File: src/fq_consts.svh
// constants of the flash query command handler
`ifndef FQ_CONSTS_SVH
`define FQ_CONSTS_SVH

// ----------------------------------------------------------------
// frame delimiters
// ----------------------------------------------------------------
`define FQ_SOH 8'h01
`define FQ_STX 8'h02
`define FQ_ETX 8'h03

// ----------------------------------------------------------------
// status codes
// ----------------------------------------------------------------
`define FQ_ST_PRM 8'h05
`define FQ_ST_ACK 8'h06
`define FQ_ST_SUM 8'h07
`define FQ_ST_NACK 8'h15
`define FQ_ST_MRG 8'h1B
`define FQ_ST_RD 8'h20

// ----------------------------------------------------------------
// command codes and their frame_length_field values
// ----------------------------------------------------------------
`define FQ_CMD_STATUS 8'h70
`define FQ_CMD_BLANK 8'h32
`define FQ_CMD_SIG 8'hC0
`define FQ_CMD_VER 8'hC5
`define FQ_LEN_BLANK 8'h07
`define FQ_LEN_SHORT 8'h01
`define FQ_LEN_MAX 8'h07

// ----------------------------------------------------------------
// address layout: 24-bit address, 1 KB blocks
// ----------------------------------------------------------------
`define FQ_ADDR_W 24
`define FQ_BLK_LSB 10
`define FQ_BLK_OFS_FIRST 10'h000
`define FQ_BLK_OFS_LAST 10'h3FF

`endif

File: src/fq_pkg.sv
// types shared by the flash query command handler
package fq_pkg;

    // ----------------------------------------------------------------
    // carriers
    // ----------------------------------------------------------------
    typedef struct packed {
        logic valid;
        logic [7:0] data;
    } byte_beat_t;

    // ----------------------------------------------------------------
    // state machines
    // ----------------------------------------------------------------
    typedef enum logic [2:0] {RX_HEAD, RX_LEN, RX_BODY, RX_SUM, RX_ETX} rx_state_t;
    typedef enum logic [1:0] {M_IDLE, M_BLANK, M_SIG} main_state_t;
    typedef enum logic [2:0] {T_IDLE, T_STX, T_LEN, T_BODY, T_SUM, T_ETX} tx_state_t;

endpackage : fq_pkg

File: src/flash_query_command_handler.sv
// flash query command handler with its transmit fifo
`timescale 1ns/1ps
`include "fq_consts.svh"

// ----------------------------------------------------------------
// transmit fifo
// ----------------------------------------------------------------
module fq_fifo #(
    parameter int WIDTH = 8,
    parameter int DEPTH = 16
) (
    // clock and reset
    input wire logic clk_i,
    input wire logic rst_i,
    // fill side
    input wire logic in_valid_i,
    output logic in_ready_o,
    input wire logic [WIDTH-1:0] in_data_i,
    // drain side
    output logic out_valid_o,
    input wire logic out_ready_i,
    output logic [WIDTH-1:0] out_data_o
);
    localparam int AW = $clog2(DEPTH);

    typedef struct packed {
        logic [AW:0] wr;
        logic [AW:0] rd;
    } ptr_t;

    ptr_t q;
    ptr_t d;
    logic [WIDTH-1:0] mem [DEPTH];
    logic full;
    logic empty;

    assign full = (q.wr[AW] != q.rd[AW]) && (q.wr[AW-1:0] == q.rd[AW-1:0]);
    assign empty = (q.wr == q.rd);
    assign in_ready_o = !full;
    assign out_valid_o = !empty;
    assign out_data_o = mem[q.rd[AW-1:0]];

    always_comb begin
        d = q;
        if (in_valid_i && !full) begin
            d.wr = q.wr + 1'b1;
        end
        if (out_ready_i && !empty) begin
            d.rd = q.rd + 1'b1;
        end
    end

    always_ff @(posedge clk_i or posedge rst_i) begin
        if (rst_i) begin
            q <= '0;
        end else begin
            q <= d;
        end
    end

    // storage carries no reset; only the pointers say what is valid
    always_ff @(posedge clk_i) begin
        if (in_valid_i && !full) begin
            mem[q.wr[AW-1:0]] <= in_data_i;
        end
    end
endmodule : fq_fifo

// ----------------------------------------------------------------
// command handler
// ----------------------------------------------------------------
// Notes on behaviour
// - ack 06H only when command ran and every block in range is erased
// - start or end address off a 1 KB block boundary gives 05H
// - received frame checksum mismatch gives 07H
// - malformed frame, bad length or missing end byte, gives 15H
// - while busy any non-status command gets 15H unless an answer frame is still being built; programmer sends only status
// - any block found not erased gives margin check error 1BH
// - signature: command, wait, status poll; the data frame follows the 06H status frame unasked
// - failure reading stored security information gives 20H
// - version: command, wait, status poll; the data frame follows the 06H status frame unasked
module flash_query_command_handler #(
    parameter int SIG_BYTES = 8,
    parameter int VER_BYTES = 4,
    parameter int FIFO_DEPTH = 16,
    // arbitrary value
    parameter logic [VER_BYTES*8-1:0] VERSION = 32'h0403_0201
) (
    // clock and reset
    input wire logic clk_i,
    input wire logic rst_i,
    // serial link, byte level
    input wire fq_pkg::byte_beat_t rx_i,
    output fq_pkg::byte_beat_t tx_o,
    input wire logic tx_ready_i,
    // flash blank query
    output logic blank_req_o,
    output logic [`FQ_ADDR_W-`FQ_BLK_LSB-1:0] blank_block_o,
    input wire logic blank_done_i,
    input wire logic blank_erased_i,
    // security information read
    output logic sig_req_o,
    output logic [7:0] sig_idx_o,
    input wire logic sig_valid_i,
    input wire logic [7:0] sig_data_i,
    input wire logic sig_err_i,
    // status
    output logic busy_o,
    output logic [7:0] status_o
);
    localparam int BW = `FQ_ADDR_W - `FQ_BLK_LSB;
    localparam logic [VER_BYTES-1:0][7:0] VER_ARR = VERSION;

    typedef struct packed {
        fq_pkg::rx_state_t rx_st;
        logic [7:0] rx_cnt;
        logic [7:0] rx_len;
        logic [7:0] rx_sum;
        logic [7:0] rx_com;
        logic [5:0][7:0] prm;
        fq_pkg::main_state_t m_st;
        logic busy;
        logic [7:0] status;
        logic [BW-1:0] cur_blk;
        logic [BW-1:0] end_blk;
        logic blank_req;
        logic sig_req;
        logic [7:0] sig_idx;
        logic [SIG_BYTES-1:0][7:0] sig_buf;
        logic data_pend;
        logic data_ver;
        fq_pkg::tx_state_t tx_st;
        logic [7:0] tx_cnt;
        logic [7:0] tx_sum;
        logic [7:0] tx_code;
        logic tx_is_data;
        logic tx_chain;
        logic [7:0] chk_sum;
        fq_pkg::byte_beat_t out;
    } state_t;

    state_t q;
    state_t d;
    logic fr_done;
    logic frame_bad;
    logic push;
    logic [7:0] fifo_in_data;
    logic fifo_in_ready;
    logic fifo_out_valid;
    logic [7:0] fifo_out_data;
    logic fifo_out_ready;
    logic [`FQ_ADDR_W-1:0] sa;
    logic [`FQ_ADDR_W-1:0] ea;
    logic [7:0] tx_len;
    logic [7:0] body_byte;

    assign sa = {q.prm[0], q.prm[1], q.prm[2]};
    assign ea = {q.prm[3], q.prm[4], q.prm[5]};
    assign tx_len = !q.tx_is_data ? `FQ_LEN_SHORT : (q.data_ver ? 8'(VER_BYTES) : 8'(SIG_BYTES));
    assign body_byte = !q.tx_is_data ? q.tx_code : (q.data_ver ? VER_ARR[q.tx_cnt] : q.sig_buf[q.tx_cnt]);
    assign fifo_out_ready = !q.out.valid || tx_ready_i;

    always_comb begin
        d = q;
        fr_done = 1'b0;
        frame_bad = 1'b0;
        push = 1'b0;
        fifo_in_data = 8'h00;
        // ----------------------------------------------------------------
        // command frame receive
        // ----------------------------------------------------------------
        if (rx_i.valid) begin
            case (q.rx_st)
                fq_pkg::RX_HEAD: begin
                    if (rx_i.data == `FQ_SOH) begin
                        d.rx_st = fq_pkg::RX_LEN;
                    end
                end
                fq_pkg::RX_LEN: begin
                    d.rx_len = rx_i.data;
                    d.rx_sum = rx_i.data;
                    d.rx_cnt = 8'h00;
                    d.rx_st = fq_pkg::RX_BODY;
                    if (rx_i.data == 8'h00 || rx_i.data > `FQ_LEN_MAX) begin
                        fr_done = 1'b1;
                        frame_bad = 1'b1;
                        d.rx_st = fq_pkg::RX_HEAD;
                    end
                end
                fq_pkg::RX_BODY: begin
                    if (q.rx_cnt == 8'h00) begin
                        d.rx_com = rx_i.data;
                    end else begin
                        d.prm[3'(q.rx_cnt - 8'h01)] = rx_i.data;
                    end
                    d.rx_sum = q.rx_sum + rx_i.data;
                    d.rx_cnt = q.rx_cnt + 8'h01;
                    if (q.rx_cnt + 8'h01 == q.rx_len) begin
                        d.rx_st = fq_pkg::RX_SUM;
                    end
                end
                fq_pkg::RX_SUM: begin
                    d.rx_sum = q.rx_sum + rx_i.data;
                    d.rx_st = fq_pkg::RX_ETX;
                end
                fq_pkg::RX_ETX: begin
                    fr_done = 1'b1;
                    frame_bad = (rx_i.data != `FQ_ETX);
                    d.rx_st = fq_pkg::RX_HEAD;
                end
                default: d.rx_st = fq_pkg::RX_HEAD;
            endcase
        end
        // ----------------------------------------------------------------
        // command decode
        // ----------------------------------------------------------------
        if (fr_done) begin
            if (q.busy) begin
                // a busy device answers straight away if no answer frame is being built, else drops it; it has no room to queue
                if ((frame_bad || q.rx_com != `FQ_CMD_STATUS) && q.tx_st == fq_pkg::T_IDLE) begin
                    d.tx_st = fq_pkg::T_STX;
                    d.tx_is_data = 1'b0;
                    d.tx_code = `FQ_ST_NACK;
                    d.tx_chain = 1'b0;
                end
            end else if (frame_bad) begin
                d.status = `FQ_ST_NACK;
            end else if (q.rx_sum != 8'h00) begin
                d.status = `FQ_ST_SUM;
            end else begin
                case (q.rx_com)
                    `FQ_CMD_STATUS: begin
                        if (q.rx_len != `FQ_LEN_SHORT) begin
                            d.status = `FQ_ST_NACK;
                        end else if (q.tx_st == fq_pkg::T_IDLE) begin
                            d.tx_st = fq_pkg::T_STX;
                            d.tx_is_data = 1'b0;
                            d.tx_code = q.status;
                            d.tx_chain = q.data_pend && q.status == `FQ_ST_ACK;
                            d.data_pend = 1'b0;
                        end
                    end
                    `FQ_CMD_BLANK: begin
                        d.data_pend = 1'b0;
                        if (q.rx_len != `FQ_LEN_BLANK) begin
                            d.status = `FQ_ST_NACK;
                        end else if (sa[`FQ_BLK_LSB-1:0] != `FQ_BLK_OFS_FIRST
                                     || ea[`FQ_BLK_LSB-1:0] != `FQ_BLK_OFS_LAST || ea < sa) begin
                            d.status = `FQ_ST_PRM;
                        end else begin
                            d.busy = 1'b1;
                            d.m_st = fq_pkg::M_BLANK;
                            d.blank_req = 1'b1;
                            d.cur_blk = sa[`FQ_ADDR_W-1:`FQ_BLK_LSB];
                            d.end_blk = ea[`FQ_ADDR_W-1:`FQ_BLK_LSB];
                        end
                    end
                    `FQ_CMD_SIG: begin
                        d.data_pend = 1'b0;
                        if (q.rx_len != `FQ_LEN_SHORT) begin
                            d.status = `FQ_ST_NACK;
                        end else begin
                            d.busy = 1'b1;
                            d.m_st = fq_pkg::M_SIG;
                            d.sig_req = 1'b1;
                            d.sig_idx = 8'h00;
                        end
                    end
                    `FQ_CMD_VER: begin
                        d.data_pend = (q.rx_len == `FQ_LEN_SHORT);
                        d.data_ver = 1'b1;
                        d.status = (q.rx_len == `FQ_LEN_SHORT) ? `FQ_ST_ACK : `FQ_ST_NACK;
                    end
                    default: begin
                        d.data_pend = 1'b0;
                        d.status = `FQ_ST_NACK;
                    end
                endcase
            end
        end
        // ----------------------------------------------------------------
        // command execution
        // ----------------------------------------------------------------
        case (q.m_st)
            fq_pkg::M_BLANK: begin
                if (blank_done_i) begin
                    if (!blank_erased_i || q.cur_blk == q.end_blk) begin
                        // first dirty block ends the scan early
                        d.status = blank_erased_i ? `FQ_ST_ACK : `FQ_ST_MRG;
                        d.busy = 1'b0;
                        d.blank_req = 1'b0;
                        d.m_st = fq_pkg::M_IDLE;
                    end else begin
                        d.cur_blk = q.cur_blk + 1'b1;
                    end
                end
            end
            fq_pkg::M_SIG: begin
                if (sig_err_i) begin
                    d.status = `FQ_ST_RD;
                    d.busy = 1'b0;
                    d.sig_req = 1'b0;
                    d.m_st = fq_pkg::M_IDLE;
                end else if (sig_valid_i) begin
                    d.sig_buf[q.sig_idx] = sig_data_i;
                    d.sig_idx = q.sig_idx + 8'h01;
                    if (q.sig_idx == 8'(SIG_BYTES - 1)) begin
                        d.status = `FQ_ST_ACK;
                        d.data_pend = 1'b1;
                        d.data_ver = 1'b0;
                        d.busy = 1'b0;
                        d.sig_req = 1'b0;
                        d.m_st = fq_pkg::M_IDLE;
                    end
                end
            end
            default: ;
        endcase
        // ----------------------------------------------------------------
        // answer frame build
        // ----------------------------------------------------------------
        case (q.tx_st)
            fq_pkg::T_STX: fifo_in_data = `FQ_STX;
            fq_pkg::T_LEN: fifo_in_data = tx_len;
            fq_pkg::T_BODY: fifo_in_data = body_byte;
            fq_pkg::T_SUM: fifo_in_data = 8'h00 - q.tx_sum;
            fq_pkg::T_ETX: fifo_in_data = `FQ_ETX;
            default: fifo_in_data = 8'h00;
        endcase
        push = (q.tx_st != fq_pkg::T_IDLE) && fifo_in_ready;
        if (push) begin
            case (q.tx_st)
                fq_pkg::T_STX: begin
                    d.tx_cnt = 8'h00;
                    d.tx_st = fq_pkg::T_LEN;
                end
                fq_pkg::T_LEN: begin
                    d.tx_sum = tx_len;
                    d.tx_st = fq_pkg::T_BODY;
                end
                fq_pkg::T_BODY: begin
                    d.tx_sum = q.tx_sum + body_byte;
                    d.tx_cnt = q.tx_cnt + 8'h01;
                    if (q.tx_cnt + 8'h01 == tx_len) begin
                        d.tx_st = fq_pkg::T_SUM;
                    end
                end
                fq_pkg::T_SUM: d.tx_st = fq_pkg::T_ETX;
                fq_pkg::T_ETX: begin
                    d.tx_is_data = q.tx_chain;
                    d.tx_chain = 1'b0;
                    d.tx_st = q.tx_chain ? fq_pkg::T_STX : fq_pkg::T_IDLE;
                end
                default: d.tx_st = fq_pkg::T_IDLE;
            endcase
        end
        // independent running sum of what really entered the fifo, for the frame check
        if (push && q.tx_st == fq_pkg::T_STX) begin
            d.chk_sum = 8'h00;
        end else if (push && q.tx_st != fq_pkg::T_ETX) begin
            d.chk_sum = q.chk_sum + fifo_in_data;
        end
        // registered output stage so tx_o comes from flops
        if (fifo_out_ready) begin
            d.out.valid = fifo_out_valid;
            d.out.data = fifo_out_valid ? fifo_out_data : q.out.data;
        end
    end

    always_ff @(posedge clk_i or posedge rst_i) begin
        if (rst_i) begin
            q <= '0;
        end else begin
            q <= d;
        end
    end

    fq_fifo #(.WIDTH(8), .DEPTH(FIFO_DEPTH)) u_fifo (
        .clk_i(clk_i),
        .rst_i(rst_i),
        .in_valid_i(q.tx_st != fq_pkg::T_IDLE),
        .in_ready_o(fifo_in_ready),
        .in_data_i(fifo_in_data),
        .out_valid_o(fifo_out_valid),
        .out_ready_i(fifo_out_ready),
        .out_data_o(fifo_out_data)
    );

    assign tx_o = q.out;
    assign blank_req_o = q.blank_req;
    assign blank_block_o = q.cur_blk;
    assign sig_req_o = q.sig_req;
    assign sig_idx_o = q.sig_idx;
    assign busy_o = q.busy;
    assign status_o = q.status;

    // ----------------------------------------------------------------
    // checks
    // ----------------------------------------------------------------
    property p_blank_ack;
        @(posedge clk_i) disable iff (rst_i)
        (q.m_st == fq_pkg::M_BLANK && blank_done_i && blank_erased_i && q.cur_blk == q.end_blk)
        |=> (status_o == `FQ_ST_ACK && !busy_o && !blank_req_o);
    endproperty
    a_blank_ack: assert property (p_blank_ack) else $error("blank check range clean but no ack");

    property p_prm_err;
        @(posedge clk_i) disable iff (rst_i)
        (fr_done && !q.busy && !frame_bad && q.rx_sum == 8'h00 && q.rx_com == `FQ_CMD_BLANK
         && q.rx_len == `FQ_LEN_BLANK && sa[`FQ_BLK_LSB-1:0] != `FQ_BLK_OFS_FIRST)
        |=> (status_o == `FQ_ST_PRM && !busy_o);
    endproperty
    a_prm_err: assert property (p_prm_err) else $error("unaligned start did not give parameter error");

    property p_sum_err;
        @(posedge clk_i) disable iff (rst_i)
        (fr_done && !q.busy && !frame_bad && q.rx_sum != 8'h00) |=> (status_o == `FQ_ST_SUM);
    endproperty
    a_sum_err: assert property (p_sum_err) else $error("bad frame checksum not reported");

    property p_frame_err;
        @(posedge clk_i) disable iff (rst_i)
        (fr_done && !q.busy && frame_bad) |=> (status_o == `FQ_ST_NACK);
    endproperty
    a_frame_err: assert property (p_frame_err) else $error("malformed frame not refused");

    property p_busy_nack;
        @(posedge clk_i) disable iff (rst_i)
        (fr_done && q.busy && q.rx_com != `FQ_CMD_STATUS && q.tx_st == fq_pkg::T_IDLE)
        |=> (q.tx_st == fq_pkg::T_STX && q.tx_code == `FQ_ST_NACK && !q.tx_chain);
    endproperty
    a_busy_nack: assert property (p_busy_nack) else $error("command during processing not refused");

    property p_margin;
        @(posedge clk_i) disable iff (rst_i)
        (q.m_st == fq_pkg::M_BLANK && blank_done_i && !blank_erased_i)
        |=> (status_o == `FQ_ST_MRG && !busy_o) ##1 (!blank_req_o);
    endproperty
    a_margin: assert property (p_margin) else $error("dirty block not reported as margin error");

    property p_read_err;
        @(posedge clk_i) disable iff (rst_i)
        (q.m_st == fq_pkg::M_SIG && sig_err_i) |=> (status_o == `FQ_ST_RD && !sig_req_o && !q.data_pend);
    endproperty
    a_read_err: assert property (p_read_err) else $error("signature read failure not reported");

    property p_tx_sum;
        @(posedge clk_i) disable iff (rst_i)
        (push && q.tx_st == fq_pkg::T_ETX) |-> (q.chk_sum == 8'h00);
    endproperty
    a_tx_sum: assert property (p_tx_sum) else $error("outgoing frame checksum wrong");
endmodule : flash_query_command_handler

File: config.mk
export PLATFORM = sky130hd
export DESIGN_NAME = flash_query_command_handler
export DESIGN_NICKNAME = d
export VERILOG_FILES = /design/src/fq_pkg.sv /design/src/flash_query_command_handler.sv
export VERILOG_INCLUDE_DIRS = /design/src
export SDC_FILE = /design/constraint.sdc
export NUM_CORES = 1
export LEC_CHECK = 0
export ABC_AREA = 0
export BUFFER_PORTS_ARGS = -buffer_cell sky130_fd_sc_hd__buf_4
export CAP_MARGIN = 15
export CORE_MARGIN = 8
export CORE_UTILIZATION = 53
export DETAILED_ROUTE_END_ITERATION = 8
export PLACE_DENSITY = 0.7
export SKIP_LAST_GASP = 1
export SLEW_MARGIN = 5
export SYNTH_ARGS = -nofsm -noshare
export SYNTH_HDL_FRONTEND = slang
export SYNTH_HIERARCHICAL = 1
export SYNTH_SLANG_ARGS = --single-unit
File: constraint.sdc
create_clock -name clk_i -period 19.43 [get_ports clk_i]
set_input_delay 5.829 -clock clk_i [delete_from_list [all_inputs] [get_ports clk_i]]
set_output_delay 5.829 -clock clk_i [all_outputs]
set_load 0.005 [all_outputs]
==> metrics <==
status=finished clean; Layout fillers=2843; final antenna-violating net count=0; Seq cells post-synth=374; Root Driver=clkbuf_16; synthesized area=18800 um^2; Max IR drop VDD=0.142 mV; WP data arrival=8.68 ns; layout cells sized above 1=roughly 22%; Die W=205 um; Final Max Tran Viols=0; Worst Setup End Kind=flop; CTS H-tree depth=2; vias in the first global route=12700; grt total ovfl=0; cts bufs inserted=between 40 and 50; CP Launch Type=input pin; # DRC=0; asr flop ratio synth=65.8%; first-pass GRT wire length=70.6 mm; Least-Margin Pin Slew=1.13 ns; FMAX=0.120 GHz; final setup TNS=0 ns; leakage=8.73 nW; prevailing post-synth register cell=dfrtp_1; Mapped Avg Cell Area=between 10 and 15 um^2; # setup viols final=0; RSZ-0062 raised after global routing=false; Tot GR Track Use=21.1%; Post-Route WL=between 40 and 50 mm; commonest non-fill, non-tap cell in the layout=dfrtp_1; CTS clock-pin slew for the worst setup and hold paths=0.05 ns; Synth-to-Final Area Change=10.8%; commonest cells after routing, fill and taps aside=dfrtp_1 (245), mux2_2 (138), nand2_1 (132); IO Port Bufs=65; setup bufs post-CTS=0; Detail Placement HPWL=30.0 mm; pin count of the biggest net entering global routing=102; crit path time final=8.32 ns; CTS resizes=0; Vias=about 13000; row count=69; Setup CP Type=input pin to flop; Setup WS post-layout=11.11 ns; CP Data Required Time=19.79 ns; Pre-antenna DRT Iters=5; core area=about 35000 um^2; Clock Skew=0.0198 ns; worst-path fanout max=13; final hold viol count=0; Hold Crit Class=flop to flop; clk_lat worst skew=0.55 ns; chip height=approximately 200 um; Syn Nets=1629; Post-Syn Instances=1552; dpl ws=roughly 11 ns; I/O Pins=66; Total Die Area=41800 um^2; PwrDens=122 nW/um^2; Final period util=42.8%; CTS tree=yes; Final Wtd Congestion=0.903; maxcap violations=0; YS warnings=6; relative slew slack=between 20% and 30%; Via density=6.05; initial DRC count=955; drt wl/cell=21.0 um; Post-synth EDFFs=128; Starting Density=53.4%; initial antenna violation count=2; nets=between 1500 and 2000; clock sink count=374; Synth cell types=88; register area share after synthesis=53.1%; cts hold-fix bufs=0; clock buffer depth=3; Antenna Diode Count=0
layout make-up:
| type | count | area (um^2) | area share (%) |
|---|---|---|---|
| Timing Repair Buffer | 90 | 676 | 3.24 |
| Sequential cell | 374 | 10000 | 47.9 |
| Multi-Input combinational cell | 1014 | 7990 | 38.2 |
| Inverter | 63 | 244 | 1.17 |
| Clock inverter | 24 | 293 | 1.40 |
| Clock buffer | 51 | 1110 | 5.30 |
| Tap cell | 461 | 577 | 2.76 |
final timing paths:
check	start	to	slack, ns	cells past startpoint
worst max-delay path	rx_i[3]	blank_block_o[5]$_DFF_PP0_	11.11	8
worst min-delay path	q[25]$_DFFE_PP0P_	q[25]$_DFFE_PP0P_	0.48	2
worst max register to register	q[35]$_DFFE_PP0P_	q[34]$_DFFE_PP0P_	15.61	13
worst min register to register	q[25]$_DFFE_PP0P_	q[25]$_DFFE_PP0P_	0.48	2
max in group asynchronous	rst_i	q[33]$_DFFE_PP0P_	12.63	3
min in group asynchronous	rst_i	u_fifo/q[0]$_DFFE_PP0P_	5.32	2
sequential cells by signal, summed over array words and instances (netlist names):
| signal | cells |
|---|---|
| q | 170 |
| u_fifo/mem | 128 |
| ea | 24 |
| blank_block_o | 14 |
| u_fifo/q | 10 |
| tx_o | 9 |
| sig_idx_o | 8 |
| status_o | 8 |
| blank_req_o | 1 |
| busy_o | 1 |
| sig_req_o | 1 |
routing by layer:
layer	share of wire, %	track usage (%)	vias to the layer above
li1	-	-	5797
met1	44	28.8	6315
met2	48	34.1	368
met3	5.4	3.04	92
met4	3.0	7.95	4
met5	0.062	0	-
logic make-up (layout without fill, tap and decap cells):
logic type,after synthesis,count (layout),synth area share [%]
AOI/OAI and AO/OA,274,274,9.51
adders and majority gates,53,53,3.60
xor gates and xnor gates,63,63,2.93
muxes,203,203,15.1
and+or+nand+nor,421,421,11.2
DFF,374,374,53.1
buffers and inverters,164,228,4.57
worst max-delay path, stage by stage:
cell and delay (ns):
buf_4 0.16, or4_4 0.57, nor4_2 0.40, nand2_1 0.16
nor3_1 0.45, o2111ai_1 0.65, o32a_1 0.35, a21boi_0 0.12
through the flow:
stage                     util (%)  cells  hold slack, ns  power [mW]  area, um^2
after floorplan                  -   1552           0.446        1.58       18800
after global placement        55.1   1999           0.464        1.73       19500
after detailed placement      55.1   1999           0.473        1.75       19500
after CTS                     59.1   2074           0.485        2.57       20900
after global routing          59.1   2077           0.519        2.69       20900
final                         59.1   2077           0.477        2.55       20900
power breakdown:
| group | leakage (nW) | switching, mW | internal, mW |
|---|---|---|---|
| Clock | 0.687 | 0.312 | 0.497 |
| Combinational | 3.68 | 0.372 | 0.323 |
| Sequential | 4.36 | 0.129 | 0.919 |
synth_stat cells (35+ instances only):
library cell	n	area share, %
nand2_1	132	2.6
o21ai_0	85	2.3
dfrtp_1	246	33
mux4_2	38	4.5
buf_4	42	1.7
nand3_1	50	1.3
nor2_1	81	1.6
a21oi_1	46	1.2
ha_1	51	3.4
mux2_2	138	8.2
edfxtp_1	128	20
clkbuf_1	35	0.70
inv_1	62	1.2
xnor2_1	38	1.8
Note: power is estimated with default switching activity, not from simulation.
